### config.mk
export PLATFORM = sky130hd
export DESIGN_NAME = adc_gain_calibration_regs
export DESIGN_NICKNAME = d
export VERILOG_FILES = /design/src/gain_cal_pkg.sv /design/src/adc_gain_calibration_regs.sv
export SDC_FILE = /design/constraint.sdc
export NUM_CORES = 1
export LEC_CHECK = 0
export BUFFER_PORTS_ARGS = -buffer_cell sky130_fd_sc_hd__buf_2
export CAP_MARGIN = 10
export CELL_PAD_IN_SITES_DETAIL_PLACEMENT = 1
export CELL_PAD_IN_SITES_GLOBAL_PLACEMENT = 1
export CORE_MARGIN = 4
export CORE_UTILIZATION = 36
export DETAILED_ROUTE_END_ITERATION = 10
export PLACE_DENSITY = 0.94
export SLEW_MARGIN = 20
export SYNTH_ARGS = -nofsm -noshare
export SYNTH_HDL_FRONTEND = slang
export SYNTH_SLANG_ARGS = --single-unit
export TNS_END_PERCENT = 100
### constraint.sdc
create_clock -name clock -period 3.9 [get_ports clock]
set_input_delay 0.195 -clock clock [delete_from_list [all_inputs] [get_ports clock]]
set_output_delay 0.195 -clock clock [all_outputs]
set_load 0.02 [all_outputs]
### src/gain_cal_pkg.sv
// Purpose: shared constants and types for the converter gain calibration registers
// Assumes: 32-bit memory-mapped register port, 16-bit coefficients in the low half
// Notes: factory trim arrives on input ports; the reset values here only stand until the trim loads
package gain_cal_pkg;
   localparam int COEFF_W = 16;
   localparam logic [31:0] CURRENT_GAIN_ADDR = 32'hFFFF053C;
   localparam logic [31:0] VOLTAGE_GAIN_ADDR = 32'hFFFF0540;
   localparam logic [15:0] COEFF_RESET = 16'h0000;
   localparam int CLOCK_HZ = 20000000;
   localparam int IDLE_TIME_NS = 23000;
   // least time rounds up to whole cycles
   localparam int IDLE_CYCLES = (IDLE_TIME_NS * (CLOCK_HZ / 1000000) + 999) / 1000;
   localparam int IDLE_CNT_W = 10;

   typedef struct packed {
      logic wr;
      logic rd;
      logic [31:0] addr;
      logic [31:0] wdata;
   } reg_req_t;

   typedef struct packed {
      logic start;
      logic [15:0] value;
   } cal_load_t;

   typedef enum logic [2:0] {
      ST_OFF = 3'b001,
      ST_WAIT = 3'b010,
      ST_OPEN = 3'b100
   } wr_gate_t;
endpackage

### src/adc_gain_calibration_regs.sv
// Purpose: current and voltage channel gain coefficient registers with write gating
// Assumes: converter mode state (enabled, idle) and calibration results come from same-clock logic
// Notes: trim values are sampled during the power-on load pulse, not under reset
//
// Notes on behaviour
// - keep a 16-bit current-channel gain coefficient that scales its results.
// - keep a separate 16-bit voltage-channel gain coefficient for its results.
// - at power-on load each coefficient from its factory trim value.
// - a current-channel gain calibration overwrites the current coefficient.
// - a voltage-channel gain calibration overwrites the voltage coefficient.
// - software writes accepted only after enabled and idle for 23 us.
// - both coefficients are readable and writable through the register port.
`timescale 1ns/1ps
module adc_gain_calibration_regs
   import gain_cal_pkg::*;
#(
   parameter int IDLE_COUNT = IDLE_CYCLES
) (
   input wire logic clock,
   input wire logic rst_n,
   input wire logic trim_load,
   input wire logic [COEFF_W-1:0] current_trim,
   input wire logic [COEFF_W-1:0] voltage_trim,
   input wire logic converter_enabled,
   input wire logic converter_idle,
   input wire cal_load_t current_cal,
   input wire cal_load_t voltage_cal,
   input wire reg_req_t req,
   output logic [31:0] rdata,
   output logic rvalid,
   output logic [COEFF_W-1:0] current_gain,
   output logic [COEFF_W-1:0] voltage_gain,
   output logic write_open
);
   logic [COEFF_W-1:0] cur_q, cur_d, vol_q, vol_d;
   logic [IDLE_CNT_W-1:0] cnt_q, cnt_d;
   wr_gate_t st_q, st_d;
   logic [31:0] rdata_q, rdata_d;
   logic rvalid_q, open_q;

   wire idle_now = converter_enabled & converter_idle;
   wire hit_cur = req.addr == CURRENT_GAIN_ADDR;
   wire hit_vol = req.addr == VOLTAGE_GAIN_ADDR;
   wire gate_open = st_q == ST_OPEN;
   wire wr_cur = req.wr & hit_cur & gate_open;
   wire wr_vol = req.wr & hit_vol & gate_open;
   wire [IDLE_CNT_W-1:0] idle_last = IDLE_CNT_W'(IDLE_COUNT - 1);

   // idle timer: any drop of enable or idle restarts the 23 us wait
   always_comb begin
      st_d = st_q;
      cnt_d = cnt_q;
      case (st_q)
         ST_OFF: begin
            cnt_d = '0;
            if (idle_now) st_d = ST_WAIT;
         end
         ST_WAIT: begin
            if (!idle_now) begin
               st_d = ST_OFF;
            end else if (cnt_q == idle_last) begin
               st_d = ST_OPEN;
            end else begin
               cnt_d = cnt_q + IDLE_CNT_W'(1);
            end
         end
         ST_OPEN: begin
            if (!idle_now) st_d = ST_OFF;
         end
         default: st_d = ST_OFF;
      endcase
   end

   // calibration results outrank a software write in the same cycle
   always_comb begin
      cur_d = cur_q;
      vol_d = vol_q;
      if (trim_load) begin
         cur_d = current_trim;
         vol_d = voltage_trim;
      end else begin
         if (current_cal.start) cur_d = current_cal.value;
         else if (wr_cur) cur_d = req.wdata[COEFF_W-1:0];
         if (voltage_cal.start) vol_d = voltage_cal.value;
         else if (wr_vol) vol_d = req.wdata[COEFF_W-1:0];
      end
   end

   // unmapped addresses read as zero
   assign rdata_d = hit_cur ? {16'h0000, cur_q} : hit_vol ? {16'h0000, vol_q} : 32'h00000000;

   always_ff @(posedge clock) begin
      if (!rst_n) begin
         cur_q <= COEFF_RESET;
         vol_q <= COEFF_RESET;
         st_q <= ST_OFF;
         cnt_q <= '0;
         rdata_q <= '0;
         rvalid_q <= 1'b0;
         open_q <= 1'b0;
      end else begin
         cur_q <= cur_d;
         vol_q <= vol_d;
         st_q <= st_d;
         cnt_q <= cnt_d;
         rdata_q <= req.rd ? rdata_d : rdata_q;
         rvalid_q <= req.rd;
         open_q <= st_d == ST_OPEN;
      end
   end

   assign rdata = rdata_q;
   assign rvalid = rvalid_q;
   assign current_gain = cur_q;
   assign voltage_gain = vol_q;
   assign write_open = open_q;

   // assertion helper: edges in a row with the converter enabled and idle, saturating
   logic [IDLE_CNT_W:0] idle_run_q;
   wire idle_run_full = idle_run_q == '1;

   always_ff @(posedge clock) begin
      if (!rst_n || !idle_now) begin
         idle_run_q <= '0;
      end else if (!idle_run_full) begin
         idle_run_q <= idle_run_q + 1'b1;
      end
   end

   property p_trim_cur;
      @(posedge clock) disable iff (!rst_n) trim_load |=> cur_q == $past(current_trim);
   endproperty
   a_trim_cur: assert property (p_trim_cur) else $error("current trim not loaded");

   property p_trim_vol;
      @(posedge clock) disable iff (!rst_n) trim_load |=> vol_q == $past(voltage_trim);
   endproperty
   a_trim_vol: assert property (p_trim_vol) else $error("voltage trim not loaded");

   property p_cal_cur;
      @(posedge clock) disable iff (!rst_n) (!trim_load && current_cal.start) |=> cur_q == $past(current_cal.value);
   endproperty
   a_cal_cur: assert property (p_cal_cur) else $error("current calibration not taken");

   property p_cal_vol;
      @(posedge clock) disable iff (!rst_n) (!trim_load && voltage_cal.start) |=> vol_q == $past(voltage_cal.value);
   endproperty
   a_cal_vol: assert property (p_cal_vol) else $error("voltage calibration not taken");

   property p_early_cur;
      @(posedge clock) disable iff (!rst_n)
         (req.wr && hit_cur && !gate_open && !trim_load && !current_cal.start) |=> $stable(cur_q);
   endproperty
   a_early_cur: assert property (p_early_cur) else $error("early current write changed coefficient");

   property p_early_vol;
      @(posedge clock) disable iff (!rst_n)
         (req.wr && hit_vol && !gate_open && !trim_load && !voltage_cal.start) |=> $stable(vol_q);
   endproperty
   a_early_vol: assert property (p_early_vol) else $error("early voltage write changed coefficient");

   property p_write_cur;
      @(posedge clock) disable iff (!rst_n)
         (req.wr && hit_cur && gate_open && !trim_load && !current_cal.start) |=> cur_q == $past(req.wdata[COEFF_W-1:0]);
   endproperty
   a_write_cur: assert property (p_write_cur) else $error("current write lost");

   property p_write_vol;
      @(posedge clock) disable iff (!rst_n)
         (req.wr && hit_vol && gate_open && !trim_load && !voltage_cal.start) |=> vol_q == $past(req.wdata[COEFF_W-1:0]);
   endproperty
   a_write_vol: assert property (p_write_vol) else $error("voltage write lost");

   property p_open_needs_idle;
      @(posedge clock) disable iff (!rst_n) $rose(gate_open) |-> $past(idle_now) && $past(st_q) == ST_WAIT;
   endproperty
   a_open_needs_idle: assert property (p_open_needs_idle) else $error("gate opened without idle");

   // the gate is open exactly when more than IDLE_COUNT idle edges have passed in a row
   property p_gate_after_idle;
      @(posedge clock) disable iff (!rst_n) gate_open |-> int'(idle_run_q) > IDLE_COUNT;
   endproperty
   a_gate_after_idle: assert property (p_gate_after_idle) else $error("gate open before the idle time");

   property p_gate_opens;
      @(posedge clock) disable iff (!rst_n) int'(idle_run_q) > IDLE_COUNT |-> gate_open;
   endproperty
   a_gate_opens: assert property (p_gate_opens) else $error("gate still shut after the idle time");

   property p_gate_closes;
      @(posedge clock) disable iff (!rst_n) !idle_now |=> !gate_open && !write_open;
   endproperty
   a_gate_closes: assert property (p_gate_closes) else $error("gate stayed open without idle");

   property p_read_cur;
      @(posedge clock) disable iff (!rst_n) (req.rd && hit_cur) |=> rvalid && rdata == {16'h0000, $past(cur_q)};
   endproperty
   a_read_cur: assert property (p_read_cur) else $error("current read wrong");

   property p_read_vol;
      @(posedge clock) disable iff (!rst_n) (req.rd && hit_vol) |=> rvalid && rdata == {16'h0000, $past(vol_q)};
   endproperty
   a_read_vol: assert property (p_read_vol) else $error("voltage read wrong");

   property p_read_other;
      @(posedge clock) disable iff (!rst_n) (req.rd && !hit_cur && !hit_vol) |=> rvalid && rdata == 32'h00000000;
   endproperty
   a_read_other: assert property (p_read_other) else $error("unmapped read not zero");

   property p_rvalid_pulse;
      @(posedge clock) disable iff (!rst_n) !req.rd |=> !rvalid;
   endproperty
   a_rvalid_pulse: assert property (p_rvalid_pulse) else $error("read valid without a read");

   property p_rdata_hold;
      @(posedge clock) disable iff (!rst_n) !req.rd |=> $stable(rdata);
   endproperty
   a_rdata_hold: assert property (p_rdata_hold) else $error("read data moved without a read");

   property p_hold_cur;
      @(posedge clock) disable iff (!rst_n) (!trim_load && !current_cal.start && !wr_cur) |=> $stable(cur_q);
   endproperty
   a_hold_cur: assert property (p_hold_cur) else $error("current coefficient moved on its own");

   property p_hold_vol;
      @(posedge clock) disable iff (!rst_n) (!trim_load && !voltage_cal.start && !wr_vol) |=> $stable(vol_q);
   endproperty
   a_hold_vol: assert property (p_hold_vol) else $error("voltage coefficient moved on its own");

   c_open: cover property (@(posedge clock) disable iff (!rst_n) $rose(gate_open));
   c_cal: cover property (@(posedge clock) disable iff (!rst_n) current_cal.start && voltage_cal.start);
   c_wr: cover property (@(posedge clock) disable iff (!rst_n) wr_cur ##1 req.rd && hit_cur);
   c_close: cover property (@(posedge clock) disable iff (!rst_n) gate_open && !idle_now);
   c_trim_win: cover property (@(posedge clock) disable iff (!rst_n) trim_load && current_cal.start && req.wr);
endmodule

* Yosys cells after proc, flatten, opt, wreduce, memory -nomap -nowiden *
Index checks and enable logic that the tools add are counted.

operators by class
  add/subtract/negate cells = 1
  $mul = 0
  divide/modulo/power cells = 0
  magnitude comparators = 0
  equal/unequal tests = 9
  shift operators = 0
  multiplexer cells = 16
  bitwise gates (word level) = 5
  reduce and logical (&&, ||, !) cells = 4

operator list
  cell                     count
  $mux W16                 8
  $eq A32 B32 Y1 const B   2
  $mux W10                 2
  $pmux W10 S2             1
  $mux W3                  4
  $add A10 B1 Y10 const B  1
  $eq A10 B9 Y1 const B    1
  $pmux W3 S3              1
  $eq A3 B3 Y1 const B     2
  $reduce_bool A3 Y1       2
  $and A1 B1 Y1            5
  $ne A2 B2 Y1 const B     2
  $eq A3 B1 Y1 const B     1
  $eq A3 B2 Y1 const B     1
  $reduce_and A3 Y1        1
  $reduce_bool A2 Y1       1

storage, ports and cells
  register bits after elaboration = 79
  latch bits = 0
  memory bits (writable) = 0
  memory bits (read-only) = 0
  input port bits = 137
  output and inout port bits = 66
  logic and storage cells = 42
  memories = 0

* Depth between registers and ports, before layout *
  word-level depth = 6
  mapped depth = 7
  gate-level depth less buffers = 5

* Worst setup path before layout *
No wires, ideal clock.

  kind = register to register
  start = register cnt_q[2]
  end = register st_q[2]
  library setup time = 86 ps
  data arrival time = 1742 ps
  required time = 3814 ps
  path slack = 2073 ps
  cell stages (with the launch flop) = 5
  path buffers = 0
  period minus slack after synthesis = 1827 ps
  cell sequence = dfxtp_1 -> or4_4 -> or3_1 -> or3b_1 -> a211oi_1

on the way
  cells in the longest elaborated chain, start to end = 4

RTL lines
  item                    line                              RTL
  start, declared         adc_gain_calibration_regs.sv:36   logic [IDLE_CNT_W-1:0] cnt_q, cnt_d;
  start signal, assigned  adc_gain_calibration_regs.sv:105  cnt_q <= cnt_d;
  $eq A10 B9 Y1           adc_gain_calibration_regs.sv:61   end else if (cnt_q == idle_last) begin
  $mux W3                 adc_gain_calibration_regs.sv:61
  $mux W3                 adc_gain_calibration_regs.sv:59   if (!idle_now) begin
  $pmux W3 S3             adc_gain_calibration_regs.sv:53   case (st_q)
  end signal, assigned    adc_gain_calibration_regs.sv:104  st_q <= st_d;
  end, declared           adc_gain_calibration_regs.sv:37   wr_gate_t st_q, st_d;

No other way between the ends.
A chain may end at the register's enable or synchronous reset.

* Final worst setup path *
  start = register st_q[2]
  end = register cur_q[4], in the netlist current_gain[4]

on the way
  cells in the longest elaborated chain, start to end = 3

RTL lines
  item                                 line                              RTL
  $eq A3 B3 Y1                         adc_gain_calibration_regs.sv:44   wire gate_open = st_q == ST_OPEN;
  $and A1 B1 Y1                        adc_gain_calibration_regs.sv:45   wire wr_cur = req.wr & hit_cur & gate_open;
  $reduce_bool A3 Y1 (no source line)  n/a
  end signal, assigned                 adc_gain_calibration_regs.sv:102  cur_q <= cur_d;
  end, declared                        adc_gain_calibration_regs.sv:35   logic [COEFF_W-1:0] cur_q, cur_d, vol_q, vol_d;

No other way between the ends.

==> impl_metrics.toml <==
[outcome]
outcome = "complete, no violations"

[yosys]
synthArstFlopShare_pct = 0
synth_area_leaders = "dfxtp_1 (29%), mux2i_1 (7.6%), a41oi_1 (6.5%), o32ai_1 (6.5%), nand2_1 (6.1%)"
yosys_most_used_dff = "dfxtp_1"
avgSynthCellArea_um2 = 7.82
ys_ff_latch = 63
synth_area_leader_cell = "dfxtp_1"
ys_types = 51
synth_cells = 554
synth_top_cell_area_share_pct = 29.1
yosysSeqAreaShare_pct = 29.1
yosysWarnings = 0
synth-edff-count = 0
mappedNetlistArea_mm2 = 0.00433

[timing]
skew_ns = 0.00433
max_freq_mhz = 393
fin_crit_sh_pct = 65.2
slew_viol_final = 0
rsz0062_at_grt = "false"
hold_viol_final = 0
setup_viol = 0
fin_setup_tns_ns = 0
worst_pin_slew_ns = 1.07
relSlewSlack_pct = 28.8
min_period_ns = 2.54

[routing]
wire_per_inst_um = 19.3
drt_iter0_markers = 244
drtAntennaViolNets = 0
vias = 4785
drc = 0
via_per_inst = 5.80
totalWireLength_um = 15900
drtPass1Iterations = 4

[power_and_ir_drop]
pwr_density_cell_mw_per_mm2 = 358
power.internal_uw = 1410
pwr-share-comb_pct = 17.9
seq_power_share_pct = 36.2
leakage_uw = 0.00244
swShare_pct = 27.7
design_power_total_uw = 1940
p_clk_share_pct = 45.9
peakVddDrop_v = 0.000199
switching_power_uw = 538

[clocking]
cts_setup_buffers = 0
cts_inserted_buffers = 9
cts_max_path_buffers = 2
cts.sinks = 63
postCtsHoldBufs = 0
cts_max_level = 3
ctsResizeCount = 0
insertion_delay_ns = 0.33
clkTransAtPathRegs_ns = 0.06
cts_tree = "done"
root_buffer = "clkbuf_16"

[global_route]
grt_pass1_wl_um = 25900
antenna_found_initial = 0
overflow = 0
grt_max_degree = 58
grt_pass1_vias = 4983
track_usage_pct = 22.7

[layout]
layout-drive-gt1-share_pct = 30.1
diodes = 0
final_nets = 815
layout_commonest_cell = "buf_2"
final_cell_mix = "buf_2 (170), nand2_1 (70), dfxtp_1 (63), o21ai_0 (36), inv_1 (35)"
areaGrowthSynthToFinish_pct = 25.4

[setup_path]
arrival_ns = 2.72
startpoint_type = "flip-flop"
cp_slowest_cell = "nor4_4"
end_kind = "flip-flop"
path_cells = "nor4bb_4 > buf_4 > inv_2 > nor4_4 > o32ai_1"
required_ns = 4.08
r2r_setup_slack_ns = 1.36
slowest_delay_ns = 0.84
critPathMaxFanout = 33
worstSetupPathType = "flip-flop to flip-flop"

[floorplan]
ios = 203
die_w_um = 118
initial_utilization_pct = 37.3
placementRows = 39
die-height_um = 118
dieArea_mm2 = 0.0139
core-area_mm2 = 0.0116

[placement]
port_buffers = 170
gp_congestion = 0.862
place_hpwl_um = 12100

[job]
drv_cap = 0

[worst_hold_path]
hp-class = "input port to flip-flop"
## per-stage QoR
step	instances	util [%]	hold WS, ns	cell area [µm²]	worst slack (ns)
3_5_place_dp	809	43.9	0.468	5100	1.36
4_1_cts	825	46.8	0.187	5430	1.36
3_3_place_gp	809	43.9	0.456	5100	1.53
6_report	825	46.8	0.200	5430	1.36
2_1_floorplan	569	-	0.360	4390	2.07
5_1_grt	825	46.8	0.209	5430	1.14
## synth_stat cells, types with 2 or more instances
| library cell | number |
|---|---|
| a2111o_1 | 3 |
| a211oi_1 | 7 |
| a21o_1 | 32 |
| a21oi_1 | 6 |
| a311oi_1 | 11 |
| a41oi_1 | 32 |
| and2_1 | 3 |
| and3_1 | 5 |
| and4b_1 | 2 |
| buf_1 | 4 |
| buf_2 | 9 |
| buf_4 | 19 |
| clkbuf_1 | 45 |
| dfxtp_1 | 63 |
| inv_1 | 35 |
| mux2i_1 | 33 |
| nand2_1 | 70 |
| nand2b_1 | 2 |
| nand3_1 | 28 |
| nand4_1 | 17 |
| nor2_1 | 16 |
| nor2b_1 | 3 |
| nor3_1 | 2 |
| nor4_4 | 3 |
| nor4b_1 | 2 |
| o21a_1 | 2 |
| o21ai_0 | 36 |
| o21ai_1 | 2 |
| o22a_1 | 5 |
| o32ai_1 | 32 |
| or3b_1 | 2 |
| or3b_2 | 2 |
| xor2_1 | 3 |
## worst paths after layout
kind	cells after the start	end	startpoint
worst min register to register	1	rdata[12]$_SDFFE_PN0P_	rdata[12]$_SDFFE_PN0P_
worst max-delay path	5	current_gain[4]$_SDFFE_PN0P_	st_q[2]$_SDFF_PN0_
worst max register to register	5	current_gain[4]$_SDFFE_PN0P_	st_q[2]$_SDFF_PN0_
worst min-delay path	2	st_q[0]$_SDFF_PN1_	converter_idle
## flip-flops by register name, summed over array words and instances, names as in the netlist
register	cells
cnt_q	10
current_gain	16
rdata	16
rvalid	1
st_q	3
voltage_gain	16
write_open	1
## cell type report
type | instances | area (µm²)
tap | 143 | 179
sequential | 63 | 1260
inverter | 36 | 135
clock inverter | 5 | 80.1
timing repair buffer | 174 | 881
multi-input combinational | 393 | 2640
clock buffer | 11 | 253
fill | 1457 | 6180
## cell families after synthesis
family	Yosys count	share of synthesized area, %
fa+ha+maj	1	0.289
buf+inv	113	11.7
simple gates	169	20.7
mux	33	7.63
flops	63	29.1
compound gates	171	29.9
xor+xnor	3	0.607
other cells	1	0.0866
## power by group through the flow
stage	clock network, µW	registers (µW)	logic (µW)
after floorplan	0	740	185
after global placement	0	715	331
after detailed placement	0	717	344
after CTS	906	703	347
after global routing	933	707	381
final	893	703	348
## routing by layer
layer | GRT usage, % | vias up | share of wire [%]
met3 | 3.94 | 33 | 5.7
met4 | 9.74 | 0 | 2.7
met2 | 37.9 | 187 | 48
met5 | 0 | - | 0
met1 | 28.6 | 2280 | 44
li1 | - | 2285 | -
## worst max-delay path: cells and delay by family, from the launching register on
kind	cells	cell delay, ns
AO/OA/AOI/OAI	1	0.17
flip-flops	1	0.50
buffers and inverters	2	0.50
AND/OR/NAND/NOR	2	1.21
Power figures use the tool's default switching activity.
